`src/rtl/sars_defs.svh`:
```
// Contract
// Run control high holds select high, output enable low, counters cleared.
// In logic mode select goes high one converter clock in every twelve.
// Twelve-bit framing counter and serial-in shift register capture the result.
// Shift output enable is always the inverse of the converter select.
// Converter clock may run at any rate up to the converter's maximum.
// One converter clock sets both conversion rate and shift rate.
// Command bits go out on the data input line, results return on output line.
// Host launches and samples on the edge opposite to the converter's.
// Frame pulse drives select directly; transmit to input, receive from output.
// Transfers are sixteen bits; completion flagged only after the sixteenth bit.
// Eight-bit command sits in the upper byte of the sixteen-bit word.
// In serial port mode one conversion cycle takes twenty converter clocks.
// Result is right-justified in the sixteen-bit receive word.
// A new frame starts right after each capture while run control stays low; the code stalls instead while the result buffer is full.
`ifndef SARS_DEFS_SVH
`define SARS_DEFS_SVH

// ****************************************
// Timing
// ****************************************
`define SARS_SYS_PERIOD_NS 10
`define SARS_CONV_HALF_NS 100
`define SARS_HALF_CYC ((`SARS_CONV_HALF_NS + `SARS_SYS_PERIOD_NS - 1) / `SARS_SYS_PERIOD_NS)

// ****************************************
// Frame layout, in converter clocks
// ****************************************
`define SARS_LOGIC_PERIOD 12
`define SARS_LOGIC_ACTIVE 11
`define SARS_PORT_PERIOD 20
`define SARS_XFER_BITS 16
`define SARS_CMD_SHIFT 8
`define SARS_RESULT_BITS 8

`endif

```
`src/rtl/sars_pkg.sv`:
```
package sars_pkg;

  // Which far-side arrangement is sequenced
  typedef enum logic {
    SARS_MODE_LOGIC = 1'b0,
    SARS_MODE_PORT = 1'b1
  } sars_mode_t;

  // Sequencer states, one-hot
  typedef enum logic [2:0] {
    SARS_ST_HOLD = 3'b001,
    SARS_ST_FRAME = 3'b010,
    SARS_ST_STALL = 3'b100
  } sars_state_t;

  // Pins driven toward the converter and the parallel register
  typedef struct packed {
    logic conv_clk;
    logic conv_cs_n;
    logic shift_out_en;
    logic host_transmit_line;
  } sars_link_t;

endpackage

```
`src/rtl/sars_skid_buf.sv`:
```
`timescale 1ns/1ns
`include "sars_defs.svh"

module sars_skid_buf
  import sars_pkg::*;
(
  input wire logic sys_clk,
  input wire logic rst,
  input wire logic in_valid,
  input wire logic [`SARS_RESULT_BITS-1:0] in_data,
  output logic in_ready,
  output logic out_valid,
  output logic [`SARS_RESULT_BITS-1:0] out_data,
  input wire logic out_ready
);

  logic [`SARS_RESULT_BITS-1:0] slot_reg [2];
  logic head_v_reg;
  logic tail_v_reg;
  logic push;
  logic pop;

  // Handshake terms
  assign push = in_valid && !tail_v_reg;
  assign pop = head_v_reg && out_ready;
  assign in_ready = !tail_v_reg;
  assign out_valid = head_v_reg;
  assign out_data = slot_reg[0];

  // Head entry, presented to the reader
  always_ff @(posedge sys_clk) begin
    if (rst) begin
      head_v_reg <= 1'b0;
      slot_reg[0] <= 8'h00;
    end else if (pop) begin
      if (tail_v_reg) begin
        slot_reg[0] <= slot_reg[1];
      end else if (push) begin
        slot_reg[0] <= in_data;
      end else begin
        head_v_reg <= 1'b0;
      end
    end else if (!head_v_reg && push) begin
      slot_reg[0] <= in_data;
      head_v_reg <= 1'b1;
    end
  end

  // Tail entry, catches a word while the reader stalls
  always_ff @(posedge sys_clk) begin
    if (rst) begin
      tail_v_reg <= 1'b0;
      slot_reg[1] <= 8'h00;
    end else if (pop) begin
      tail_v_reg <= 1'b0;
    end else if (head_v_reg && push) begin
      slot_reg[1] <= in_data;
      tail_v_reg <= 1'b1;
    end
  end
endmodule

```
`src/rtl/sars_sequencer.sv`:
```
`timescale 1ns/1ns
`include "sars_defs.svh"

module sars_sequencer
  import sars_pkg::*;
(
  input wire logic sys_clk,
  input wire logic rst,
  input wire logic host_run_control,
  input wire logic mode_port,
  input wire logic [7:0] chan_cmd,
  input wire logic host_receive_line,
  output sars_link_t link,
  output logic receive_done_irq,
  output logic [`SARS_RESULT_BITS-1:0] parallel_result_bits,
  output logic result_valid,
  input wire logic result_ready
);

  // ****************************************
  // Declarations
  // ****************************************
  sars_state_t state_reg;
  sars_state_t state_next;
  sars_mode_t mode_reg;
  logic [7:0] div_reg;
  logic conv_clk_reg;
  logic rise_en;
  logic fall_en;
  logic [11:0] frame_cnt_reg;
  logic cs_n_reg;
  logic oe_reg;
  logic din_reg;
  logic [15:0] tx_reg;
  logic [15:0] rx_reg;
  logic dout_meta_reg;
  logic dout_sync_reg;
  logic done_reg;
  logic push_reg;
  logic buf_ready;
  logic [11:0] period;
  logic [11:0] active;
  logic frame_end;

  // Frame geometry for the latched mode
  function automatic logic [11:0] frame_len(input sars_mode_t m, input logic want_active);
    frame_len = 12'h000;
    if (m == SARS_MODE_PORT) begin
      frame_len = want_active ? 12'(`SARS_XFER_BITS) : 12'(`SARS_PORT_PERIOD);
    end else begin
      frame_len = want_active ? 12'(`SARS_LOGIC_ACTIVE) : 12'(`SARS_LOGIC_PERIOD);
    end
  endfunction

  assign period = frame_len(mode_reg, 1'b0);
  assign active = frame_len(mode_reg, 1'b1);
  assign frame_end = (frame_cnt_reg == period - 12'h001);

  // ****************************************
  // Converter clock divider
  // ****************************************
  // One divider gives the single converter clock; all shifting follows it
  always_ff @(posedge sys_clk) begin
    if (rst) begin
      div_reg <= 8'h00;
      conv_clk_reg <= 1'b0;
    end else if (div_reg == 8'(`SARS_HALF_CYC - 1)) begin
      div_reg <= 8'h00;
      conv_clk_reg <= !conv_clk_reg;
    end else begin
      div_reg <= div_reg + 8'h01;
    end
  end

  // Edge enables, one cycle before the clock pin changes
  assign rise_en = (div_reg == 8'(`SARS_HALF_CYC - 1)) && !conv_clk_reg;
  assign fall_en = (div_reg == 8'(`SARS_HALF_CYC - 1)) && conv_clk_reg;

  // ****************************************
  // Pin synchroniser
  // ****************************************
  // Converter data out passes two flops before use
  always_ff @(posedge sys_clk) begin
    if (rst) begin
      dout_meta_reg <= 1'b0;
      dout_sync_reg <= 1'b0;
    end else begin
      dout_meta_reg <= host_receive_line;
      dout_sync_reg <= dout_meta_reg;
    end
  end

  // ****************************************
  // Sequencer state
  // ****************************************
  // Next state: hold while run control is high, stall when no buffer room
  always_comb begin
    state_next = state_reg;
    unique case (state_reg)
      SARS_ST_HOLD: begin
        if (!host_run_control && fall_en && buf_ready) begin
          state_next = SARS_ST_FRAME;
        end
      end
      SARS_ST_FRAME: begin
        if (host_run_control) begin
          state_next = SARS_ST_HOLD;
        end else if (fall_en && frame_end && !buf_ready) begin
          state_next = SARS_ST_STALL;
        end
      end
      SARS_ST_STALL: begin
        if (host_run_control) begin
          state_next = SARS_ST_HOLD;
        end else if (fall_en && buf_ready) begin
          state_next = SARS_ST_FRAME;
        end
      end
      default: begin
        state_next = SARS_ST_HOLD;
      end
    endcase
  end

  always_ff @(posedge sys_clk) begin
    if (rst) begin
      state_reg <= SARS_ST_HOLD;
    end else begin
      state_reg <= state_next;
    end
  end

  // Mode is taken only while held, so a frame never changes shape midway
  always_ff @(posedge sys_clk) begin
    if (rst) begin
      mode_reg <= SARS_MODE_LOGIC;
    end else if (state_reg == SARS_ST_HOLD) begin
      mode_reg <= sars_mode_t'(mode_port);
    end
  end

  // ****************************************
  // Framing counter and select
  // ****************************************
  // Counter advances on converter falling edges; wraps straight into a new frame unless the result buffer is full, then stalls
  always_ff @(posedge sys_clk) begin
    if (rst || host_run_control) begin
      frame_cnt_reg <= 12'h000;
      cs_n_reg <= 1'b1;
      oe_reg <= 1'b0;
    end else if (fall_en) begin
      if (state_next == SARS_ST_FRAME && (state_reg != SARS_ST_FRAME || frame_end)) begin
        frame_cnt_reg <= 12'h000;
        cs_n_reg <= 1'b0;
        oe_reg <= 1'b1;
      end else if (state_reg == SARS_ST_FRAME) begin
        frame_cnt_reg <= frame_cnt_reg + 12'h001;
        cs_n_reg <= (frame_cnt_reg + 12'h001 >= active);
        oe_reg <= !(frame_cnt_reg + 12'h001 >= active);
      end
    end
  end

  // ****************************************
  // Command shifting
  // ****************************************
  // Command byte sits in the upper byte, launched MSB first on falling edges
  always_ff @(posedge sys_clk) begin
    if (rst || host_run_control) begin
      tx_reg <= 16'h0000;
      din_reg <= 1'b0;
    end else if (fall_en) begin
      if (state_next == SARS_ST_FRAME && (state_reg != SARS_ST_FRAME || frame_end)) begin
        tx_reg <= {chan_cmd, 8'h00} << 1;
        din_reg <= chan_cmd[7];
      end else begin
        tx_reg <= tx_reg << 1;
        din_reg <= tx_reg[15];
      end
    end
  end

  // ****************************************
  // Result capture
  // ****************************************
  // Sample on rising edges while selected; completion after the last bit
  always_ff @(posedge sys_clk) begin
    if (rst || host_run_control) begin
      rx_reg <= 16'h0000;
      done_reg <= 1'b0;
      push_reg <= 1'b0;
    end else begin
      done_reg <= 1'b0;
      push_reg <= 1'b0;
      if (rise_en && state_reg == SARS_ST_FRAME && frame_cnt_reg < active) begin
        rx_reg <= {rx_reg[14:0], dout_sync_reg};
        if (frame_cnt_reg == active - 12'h001) begin
          done_reg <= (mode_reg == SARS_MODE_PORT);
          push_reg <= 1'b1;
        end
      end
    end
  end

  // ****************************************
  // Result buffer
  // ****************************************
  // Low byte of the receive word is the right-justified result
  sars_skid_buf u_buf (
    .sys_clk(sys_clk),
    .rst(rst),
    .in_valid(push_reg),
    .in_data(rx_reg[7:0]),
    .in_ready(buf_ready),
    .out_valid(result_valid),
    .out_data(parallel_result_bits),
    .out_ready(result_ready)
  );

  // Output wiring from flops, one driver for the whole link struct
  assign link = '{conv_clk: conv_clk_reg, conv_cs_n: cs_n_reg, shift_out_en: oe_reg,
                  host_transmit_line: din_reg};
  assign receive_done_irq = done_reg;

  // ****************************************
  // Checks
  // ****************************************
  // Helper for the half-period check: cycles the converter clock held its level
  logic clk_last_reg;
  logic clk_seen_reg;
  logic [7:0] clk_run_reg;

  always_ff @(posedge sys_clk) begin
    if (rst) begin
      clk_last_reg <= 1'b0;
      clk_seen_reg <= 1'b0;
      clk_run_reg <= 8'h00;
    end else if (conv_clk_reg != clk_last_reg) begin
      clk_last_reg <= conv_clk_reg;
      clk_seen_reg <= 1'b1; // First level after reset is not a full half period
      clk_run_reg <= 8'h00;
    end else begin
      clk_run_reg <= clk_run_reg + 8'h01;
    end
  end
endmodule

```
`config.mk`:
```
export PLATFORM = sky130hd
export DESIGN_NAME = sars_sequencer
export DESIGN_NICKNAME = d
export VERILOG_FILES = /design/src/rtl/sars_pkg.sv /design/src/rtl/sars_skid_buf.sv /design/src/rtl/sars_sequencer.sv
export VERILOG_INCLUDE_DIRS = /design/src /design/src/rtl
export SDC_FILE = /design/constraint.sdc
export NUM_CORES = 1
export LEC_CHECK = 0
export CAP_MARGIN = 20
export CORE_ASPECT_RATIO = 1.1
export CORE_UTILIZATION = 50
export DETAILED_ROUTE_END_ITERATION = 10
export DONT_BUFFER_PORTS = 1
export GPL_TIMING_DRIVEN = 1
export PLACE_DENSITY = 0.65
export SLEW_MARGIN = 20
export SYNTH_ARGS = -nofsm -noshare
export SYNTH_HDL_FRONTEND = slang
export SYNTH_SLANG_ARGS = --single-unit
```
`constraint.sdc`:
```
create_clock -name sys_clk -period 2.55 [get_ports sys_clk]
set_input_delay 0.1275 -clock sys_clk [delete_from_list [all_inputs] [get_ports sys_clk]]
set_output_delay 0.1275 -clock sys_clk [all_outputs]
set_load 0.02 [all_outputs]
```
### Word-level counts from Yosys, hierarchy flattened

Memory sizes are Yosys's and may differ from the RTL's.
Cells that the tools add are included.

| storage, ports and cells | value |
|---|---|
| word-level logic and storage cells | 112 |
| memories kept | 1 |
| input bits | 14 |
| output and inout port bits | 14 |
| register bits | 58 |
| memory bits (writable) | 16 |

Memories:

| memory | depth | width | read ports | clocked after Yosys merged registers in | wr ports | RTL line | source |
|---|---|---|---|---|---|---|---|
| u_buf.slot_reg | 2 | 8 | 2 | 0 | 2 | sars_skid_buf.sv:17 | `` logic [`SARS_RESULT_BITS-1:0] slot_reg [2]; `` |

| cells by class | value |
|---|---|
| reductions and logical operators | 29 |
| bitwise logic cells | 6 |
| $add $sub $neg | 4 |
| mux-type cells | 44 |
| equal/unequal tests | 10 |
| magnitude comparators | 2 |

Operator list:

| kind | number |
|---|---|
| $mux 8 | 4 |
| $mux 1 | 29 |
| $eq 12x12->1 | 2 |
| $mux 12 | 2 |
| $mux 16 | 1 |
| $mux 3 | 5 |
| $logic_and 1x1->1 | 14 |
| $add 12x1->12 const B | 1 |
| $ge 12x5->1 | 1 |
| $lt 12x5->1 | 1 |
| $sub 5x1->6 const B | 2 |
| $mux 5 | 2 |
| $pmux 3 s3 | 1 |
| $add 8x1->8 const B | 1 |
| $eq 8x4->1 const B | 1 |
| $eq 3x2->1 const B | 2 |
| $reduce_or 2->1 | 3 |
| $logic_not 1->1 | 5 |
| $ne 2x2->1 const B | 2 |
| $or 1x1->1 | 4 |
| $reduce_bool 2->1 | 2 |
| $eq 3x1->1 const B | 1 |
| $eq 3x3->1 const B | 1 |
| $ne 3x2->1 const B | 1 |
| other kinds (5) | 7 |

### Logic depth before layout (Yosys ltp)

Gate-level depths: netlist of run 1.

| logic depth | value |
|---|---|
| word-level depth | 12 |
| depth in mapped cells | 9 |
| mapped depth without buffers | 9 |

### Modules after synthesis

From an unflattened synthesis of run 1, not the netlist that was laid out.

| second synthesis, totals | value |
|---|---|
| cell total of the unflattened synthesis | 351 |
| area total of the unflattened synthesis | 3239.4 µm² |

By module, submodules not included:

| module | seq. area each (µm²) | area an instance (µm²) | times used | cells each |
|---|---|---|---|---|
| sars_sequencer | 940.9 | 2462.4 | 1 | 301 |
| sars_skid_buf | 520.5 | 777.0 | 1 | 50 |

### Worst setup path before layout of run 1

Ideal clock, no wire load.

| path | value |
|---|---|
| kind | register -> register |
| start | register frame_cnt_reg[2] |
| end | register oe_reg |
| setup time | 0.058 ns |
| path slack | 0.263 ns |
| arrival time | 2.229 ns |
| path buffers | 1 |
| cell stages (with the launch flop) | 10 |
| cells stage by stage | dfxtp_1 > buf_6 > nand3_1 > xnor2_1 > ha_1 > a2111oi_4 > nor2_1 > or4b_1 > o32ai_2 > o21a_1 |

| on the way | value |
|---|---|
| cells in the longest elaborated chain, start to end | 10 |
| elaborated cells between the ends (all ways) | 16 |

Ends and longest elaborated chain:

| item | RTL line | source |
|---|---|---|
| start: declaration | sars_sequencer.sv:30 | `logic [11:0] frame_cnt_reg;` |
| start signal: assignment | sars_sequencer.sv:157 | `frame_cnt_reg <= frame_cnt_reg + 12'h001;` |
| branches (longest 10 deep; another with $add 12x1->12) | n/a |  |
| end signal: assignment | sars_sequencer.sv:159 | `oe_reg <= !(frame_cnt_reg + 12'h001 >= active);` |
| end: declaration | sars_sequencer.sv:32 | `logic oe_reg;` |

Several ways; the timed one is not identified. The select of a mux whose other input is x is not followed.
A chain may end at the register's enable or synchronous reset.

### Worst setup path in the final report of run 1

| path | value |
|---|---|
| start | register frame_cnt_reg[0] |
| end | register oe_reg |

The elaborated chain is that of the path after synthesis.

==> impl_metrics.env, run 1 <==
export IMPL_outcome="finished clean"
export IMPL_grt_overflow=0
export IMPL_vias=2385
export IMPL_r2r_start="frame_cnt_reg[0]"
export IMPL_cts_sinks=65
export IMPL_cp_slowest_cell="or4b_1"
export IMPL_fp_coreArea_mm2=0.005878
export IMPL_post_route_util_pct=60.47
export IMPL_crit_path_start_kind="register"
export IMPL_design_area_mm2=0.003555
export IMPL_gp_congestion=0.8722
export IMPL_ys_types=45
export IMPL_reg2reg_depth=7
export IMPL_place_area_mm2=0.003197
export IMPL_fin_crit_ps=2377
export IMPL_reg2reg_setup_slack_ps=170
export IMPL_cts_tree="built"
export IMPL_syn_area_mm2=0.003119
export IMPL_grt_pass1_wl_mm=10.61
export IMPL_pin_count=28
export IMPL_seqCellArea_mm2=0.001464
export IMPL_hold_path_class="in2reg"
export IMPL_clk_latency_ps=350
export IMPL_final_setup_tns_ps=0
export IMPL_ant_nets=0
export IMPL_worst_pin_slew_ps=740.8
export IMPL_min_period_over_period_pct=93.23
export IMPL_cp_num_buf_inv=0
export IMPL_final_cells=427
export IMPL_synth_warnings=0
export IMPL_cts_buffers=9
export IMPL_async_flop_share_pct=0
export IMPL_root_buffer="clkbuf_8"
export IMPL_synth_top_cells_by_area="dfxtp_1 (31%), edfxtp_1 (15%), nor2_1 (5.3%)"
export IMPL_largest_reg_flops=16
export IMPL_min_to="u_buf.out_valid"
export IMPL_routed_via_density=5.585
export IMPL_crit_chain="ha_1 -> ha_1 -> a2111oi_4 -> nor2_1 -> or4b_1 -> o32ai_2 -> o21a_1"
export IMPL_irDropWorstVdd_uv=403.0
export IMPL_cts_setup_buffers=0
export IMPL_fin_nets=370
export IMPL_cpPeakStageDelay_ps=490
export IMPL_setup_worst_path_class="reg2reg"
export IMPL_drive_above_1_share_pct=10.00
export IMPL_min_path_cells=3
export IMPL_drt_total_wl_mm=6.345
export IMPL_p_per_area_mw_per_mm2=599.5
export IMPL_hp_start="result_ready"
export IMPL_setup_viol=0
export IMPL_hold_viol=0
export IMPL_clk_pin_slew_worst_paths_ps=80
export IMPL_cp_common_cell="ha_1"
export IMPL_place_inst=398
export IMPL_grt_usage_pct=20.98
export IMPL_yosysTopAreaCellShare_pct=31.45
export IMPL_die_w_um=77.31
export IMPL_fill_cells=513
export IMPL_synth_net_count=354
export IMPL_grt_pass1_vias=2269
export IMPL_place_ws_ps=157.6
export IMPL_post_synth_cell_area_avg_um2=9.481
export IMPL_drtIter0Drc=158
export IMPL_clk_path_buf_depth=2
export IMPL_cts_max_level=3
export IMPL_leakagePower_nw=1.401
export IMPL_port_buffers=0
export IMPL_dpl_hpwl_mm=4.312
export IMPL_rsz0062_at_grt="false"
export IMPL_arrival_ps=2670
export IMPL_multi_input_area_mm2=0.001553
export IMPL_slew_violations=0
export IMPL_yosys_most_used_dff="dfxtp_1"
export IMPL_die_h_um=84.84
export IMPL_synth_seq_area_share_pct=46.85
export IMPL_antenna_found_initial=0
export IMPL_drc_errors=0
export IMPL_die_area_mm2=0.006559
export IMPL_synthCells=329
export IMPL_area_growth_pct=13.96
export IMPL_ys_ff_latch=65
export IMPL_initial_core_util_pct=53.07
export IMPL_cp_top_family="compound AO/OA/AOI/OAI gates"
export IMPL_synth_top_area_cell="dfxtp_1"
export IMPL_cp_end_kind="register"
export IMPL_n_antenna_cell=0
export IMPL_drtPass1Iterations=4
export IMPL_regToRegEndpoint="oe_reg"
export IMPL_wl_per_cell_um=14.86
export IMPL_grt_max_degree=21
export IMPL_cp_data_required_time_ps=2840
export IMPL_maxCapViolCount=0
export IMPL_synth_edf_count=16
export IMPL_finClkSkew_ps=7.750
export IMPL_fp_row_count=29
export IMPL_slew_headroom_pct=50.51
export IMPL_cp_max_fo=7
export IMPL_setup_ws_ps=172.7
export IMPL_fmax_mhz=420.6
-- logic make-up after synthesis --
group	after synthesis	synth area share, %
buffers and inverters	23	3.610
AO/OA/AOI/OAI	69	14.52
adder cells (fa/ha/maj)	11	4.412
XOR/XNOR	14	3.931
AND/OR/NAND/NOR	131	21.54
multiplexers	16	5.134
flip-flops	65	46.85
-- repair_timing --
item | in CTS | in global routing
endpoints found under the setup margin | 0 | 2
hold buffers | 13 | 0
gates resized for setup | 0 | 3
hold endpoints to repair | 16 | 0
-- cells in the mapped netlist, types with 2 or more instances --
cell	count
nor2_1	44
clkbuf_1	12
xor2_1	7
nand2b_1	4
nor2b_1	7
nand2_1	18
a22o_1	8
mux2i_1	16
a22oi_1	4
and2_1	13
nor4_1	4
edfxtp_1	16
or2_2	3
a21oi_1	21
xnor2_1	7
nand3_1	11
inv_1	5
ha_1	11
a31oi_1	4
dfxtp_1	49
nand4_1	4
nor3_1	8
o21ai_0	22
o31a_1	2
and3_1	3
buf_4	5
nor3b_1	3
-- how the worst max path moves through the flow --
stage / start / end / slack (ps) / cells after the start
after detailed placement: frame_cnt_reg[0] / oe_reg / 160 / 7
after global placement: frame_cnt_reg[0] / oe_reg / 230 / 7
after global routing: frame_cnt_reg[2] / oe_reg / 30 / 9
after CTS: frame_cnt_reg[1] / oe_reg / 110 / 7
after floorplan: frame_cnt_reg[2] / oe_reg / 260 / 9
final: frame_cnt_reg[0] / oe_reg / 170 / 7
-- where the power goes --
part	total (mW)	internal (mW)	switching, mW
Clock	0.964	0.550	0.413
Combinational	0.0817	0.0396	0.0421
Sequential	1.09	1.07	0.0146
Total	2.13	1.66	0.470
-- metrics by stage --
stage,total power [mW],hold WS (ps)
6_report,2.131,28.74
5_1_grt,2.200,40.36
4_1_cts,2.146,30.48
3_5_place_dp,1.174,201.1
3_3_place_gp,1.172,198.9
2_1_floorplan,1.159,227.9
-- layout by cell type, fill, tap and decap left out, drive strengths merged, types with 8 or more instances in the layout --
cell type and count:
edfxtp 16, nor2 44, clkbuf 9, ha 11, and2 13, dlygate4sd3 13, a21oi 21, dfxtp 49
mux2i 16, buf 10, o21ai 22, nor3 8, a22o 8, nand3 11, nand2 18
-- worst min-delay path, delay by kind of cell --
family	cells	cell delay [ps]
AOI/OAI and AO/OA	2	180
buffers and inverters	1	30
-- final cells by class --
| type | count | share of cell area (%) |
|---|---|---|
| clock inverter | 7 | 2.640 |
| multi-input combinational | 241 | 43.68 |
| clock buffer | 9 | 3.485 |
| inverter | 5 | 0.5280 |
| sequential | 65 | 41.18 |
| tap | 77 | 2.710 |
| timing repair buffer | 23 | 5.773 |
-- metal layers --
layer  vias up  share of wire, %  track usage, %
li1       1204                 -               -
met1      1124                48           27.56
met2        46                46           32.82
met3        11               4.4           5.161
met4         0               1.6           9.091
met5         -                 0               0
No activity file was read; power rests on OpenSTA's default activity.
==> run 2, diff against run 1 <==
==> constraint.sdc (replaced) <==
create_clock -name sys_clk -period 2.55 [get_ports sys_clk]
set_input_delay 0.51 -clock sys_clk [delete_from_list [all_inputs] [get_ports sys_clk]]
set_output_delay 0.51 -clock sys_clk [all_outputs]
set_load 0.02 [all_outputs]
==> run 2 against run 1 <==
Effect of this change: sequential power barely moved; clock power grew 4%; largest power group unchanged; core utilization is 2.0 points lower; largest cell class unchanged; wire length is 0.65% lower.
==> impl_metrics.env, run 2 (same netlist as run 1, synthesis figures left out) <==
export IMPL_wl_per_cell_um=15.19
export IMPL_hold_viol=0
export IMPL_initial_core_util_pct=53.07
export IMPL_finClkSkew_ps=7.012
export IMPL_die_area_mm2=0.006559
export IMPL_fp_row_count=29
export IMPL_worstSetupStartpoint="frame_cnt_reg[0]"
export IMPL_cp_end_kind="register"
export IMPL_min_path_cells=1
export IMPL_hold_slack_ps=219.7
export IMPL_gp_congestion=0.8914
export IMPL_wl_met2_mm=2.904
export IMPL_post_route_util_pct=58.45
export IMPL_clk_latency_ps=350
export IMPL_die_h_um=84.84
export IMPL_regToRegEndpoint="cs_n_reg"
export IMPL_arrival_ps=2620
export IMPL_largest_reg_flops=16
export IMPL_cts_buffers=9
export IMPL_area_growth_pct=10.15
export IMPL_vias=2349
export IMPL_grt_overflow=0
export IMPL_outcome="finished clean"
export IMPL_routed_via_density=5.660
export IMPL_min_to="u_buf.out_valid"
export IMPL_p_per_area_mw_per_mm2=626.3
export IMPL_met3WireLength_um=326
export IMPL_crit_path_start_kind="register"
export IMPL_drive_above_1_share_pct=10.65
export IMPL_grt_pass1_vias=2328
export IMPL_root_buffer="clkbuf_8"
export IMPL_clk_path_buf_depth=2
export IMPL_top_layer_used="met4"
export IMPL_cts_tree="built"
export IMPL_layout_commonest_cell="dfxtp_1"
export IMPL_irDropWorstVdd_uv=370.6
export IMPL_total_power_mw=2.152
export IMPL_cts_max_level=3
export IMPL_pin_count=28
export IMPL_rsz0062_at_grt="false"
export IMPL_drc_errors=0
export IMPL_drt_total_wl_mm=6.304
export IMPL_place_inst=399
export IMPL_dpl_hpwl_mm=4.354
export IMPL_slew_violations=0
export IMPL_clk_pin_slew_worst_paths_ps=80
export IMPL_hp_start="rst"
export IMPL_final_setup_tns_ps=0
export IMPL_reg2reg_depth=7
export IMPL_fin_crit_ps=2390
export IMPL_min_period_over_period_pct=93.74
export IMPL_port_buffers=0
export IMPL_drtPass1Iterations=4
export IMPL_antenna_found_initial=0
export IMPL_grt_usage_pct=21.23
export IMPL_n_antenna_cell=0
export IMPL_fin_nets=358
export IMPL_ant_nets=0
export IMPL_hold_path_class="in2reg"
export IMPL_wirelength_met1_mm=2.977
export IMPL_setup_worst_path_class="reg2reg"
export IMPL_final_cells=415
export IMPL_cts_setup_buffers=0
export IMPL_setup_viol=0
export IMPL_fp_coreArea_mm2=0.005878
export IMPL_cp_data_required_time_ps=2780
export IMPL_slew_headroom_pct=48.80
export IMPL_cts_sinks=65
export IMPL_r2r_start="frame_cnt_reg[0]"
export IMPL_reg2reg_setup_slack_ps=160
export IMPL_worst_pin_slew_ps=766.5
export IMPL_final_cell_mix="dfxtp_1 (49), nor2_1 (44), o21ai_0 (22), a21oi_1 (21), nand2_1 (18)"
export IMPL_leakagePower_nw=1.354
export IMPL_grt_max_degree=21
export IMPL_die_w_um=77.31
export IMPL_drtIter0Drc=174
export IMPL_maxCapViolCount=0
export IMPL_cp_max_fo=7
export IMPL_fmax_mhz=418.3
export IMPL_grt_pass1_wl_mm=10.86
## run 2: cell types whose count changed in the layout (fill, tap and decap cells not counted), moves of 2 or more
cell / change
dlygate4sd3_1: -13
clkinv_1: -2
dfxtp_2: -2
inv_6: +2
dfxtp_1: +2
## run 2: area by class of cell
cell class / count / area [µm²]
clock buffer: 9 / 123.9
clock inverter: 7 / 100.1
fill: 531 / 2442
inverter: 5 / 18.77
multi-input combinational: 241 / 1553
sequential: 65 / 1461
tap: 77 / 96.34
timing repair buffer: 11 / 82.58
## run 2: metrics by stage
step	cell area [µm²]	setup slack, ps
2_1_floorplan	3119	262.8
5_1_grt	3436	39.23
6_report	3436	159.6
3_5_place_dp	3204	160.7
3_3_place_gp	3204	218.1
4_1_cts	3428	130.7
## run 2: routing by layer
layer | GRT usage (%) | vias up
li1 | - | 1185
met1 | 28.54 | 1099
met2 | 32.18 | 56
met3 | 4.516 | 9
met4 | 10.98 | 0
met5 | 0 | -
## run 2: what timing repair did
item                                    in CTS  in global routing
endpoints found under the hold margin        0                  0
endpoints found under the setup margin       0                  1
hold buffers                                 0                  0
resized for setup                            0                  1
## run 2: worst max path at each step
| stage | cells past startpoint | endpoint | slack [ps] |
|---|---|---|---|
| 2_1_floorplan | 9 | oe_reg | 260 |
| 3_3_place_gp | 7 | oe_reg | 220 |
| 3_5_place_dp | 7 | cs_n_reg | 160 |
| 4_1_cts | 9 | cs_n_reg | 130 |
| 5_1_grt | 9 | cs_n_reg | 40 |
| 6_report | 7 | cs_n_reg | 160 |
## run 2: where the power goes
part / internal [mW] / switching (mW)
sequential: 1.07 / 0.0143
clock: 0.561 / 0.441
combinational: 0.0276 / 0.0381
total: 1.66 / 0.493
## run 2: worst max-delay path: stages, from the launching register on
cell and delay [ps]:
dfxtp_1 440, ha_1 280, ha_1 320, a2111oi_4 300
nor2_1 80, or4b_1 480, o32ai_2 300, nand2_1 80
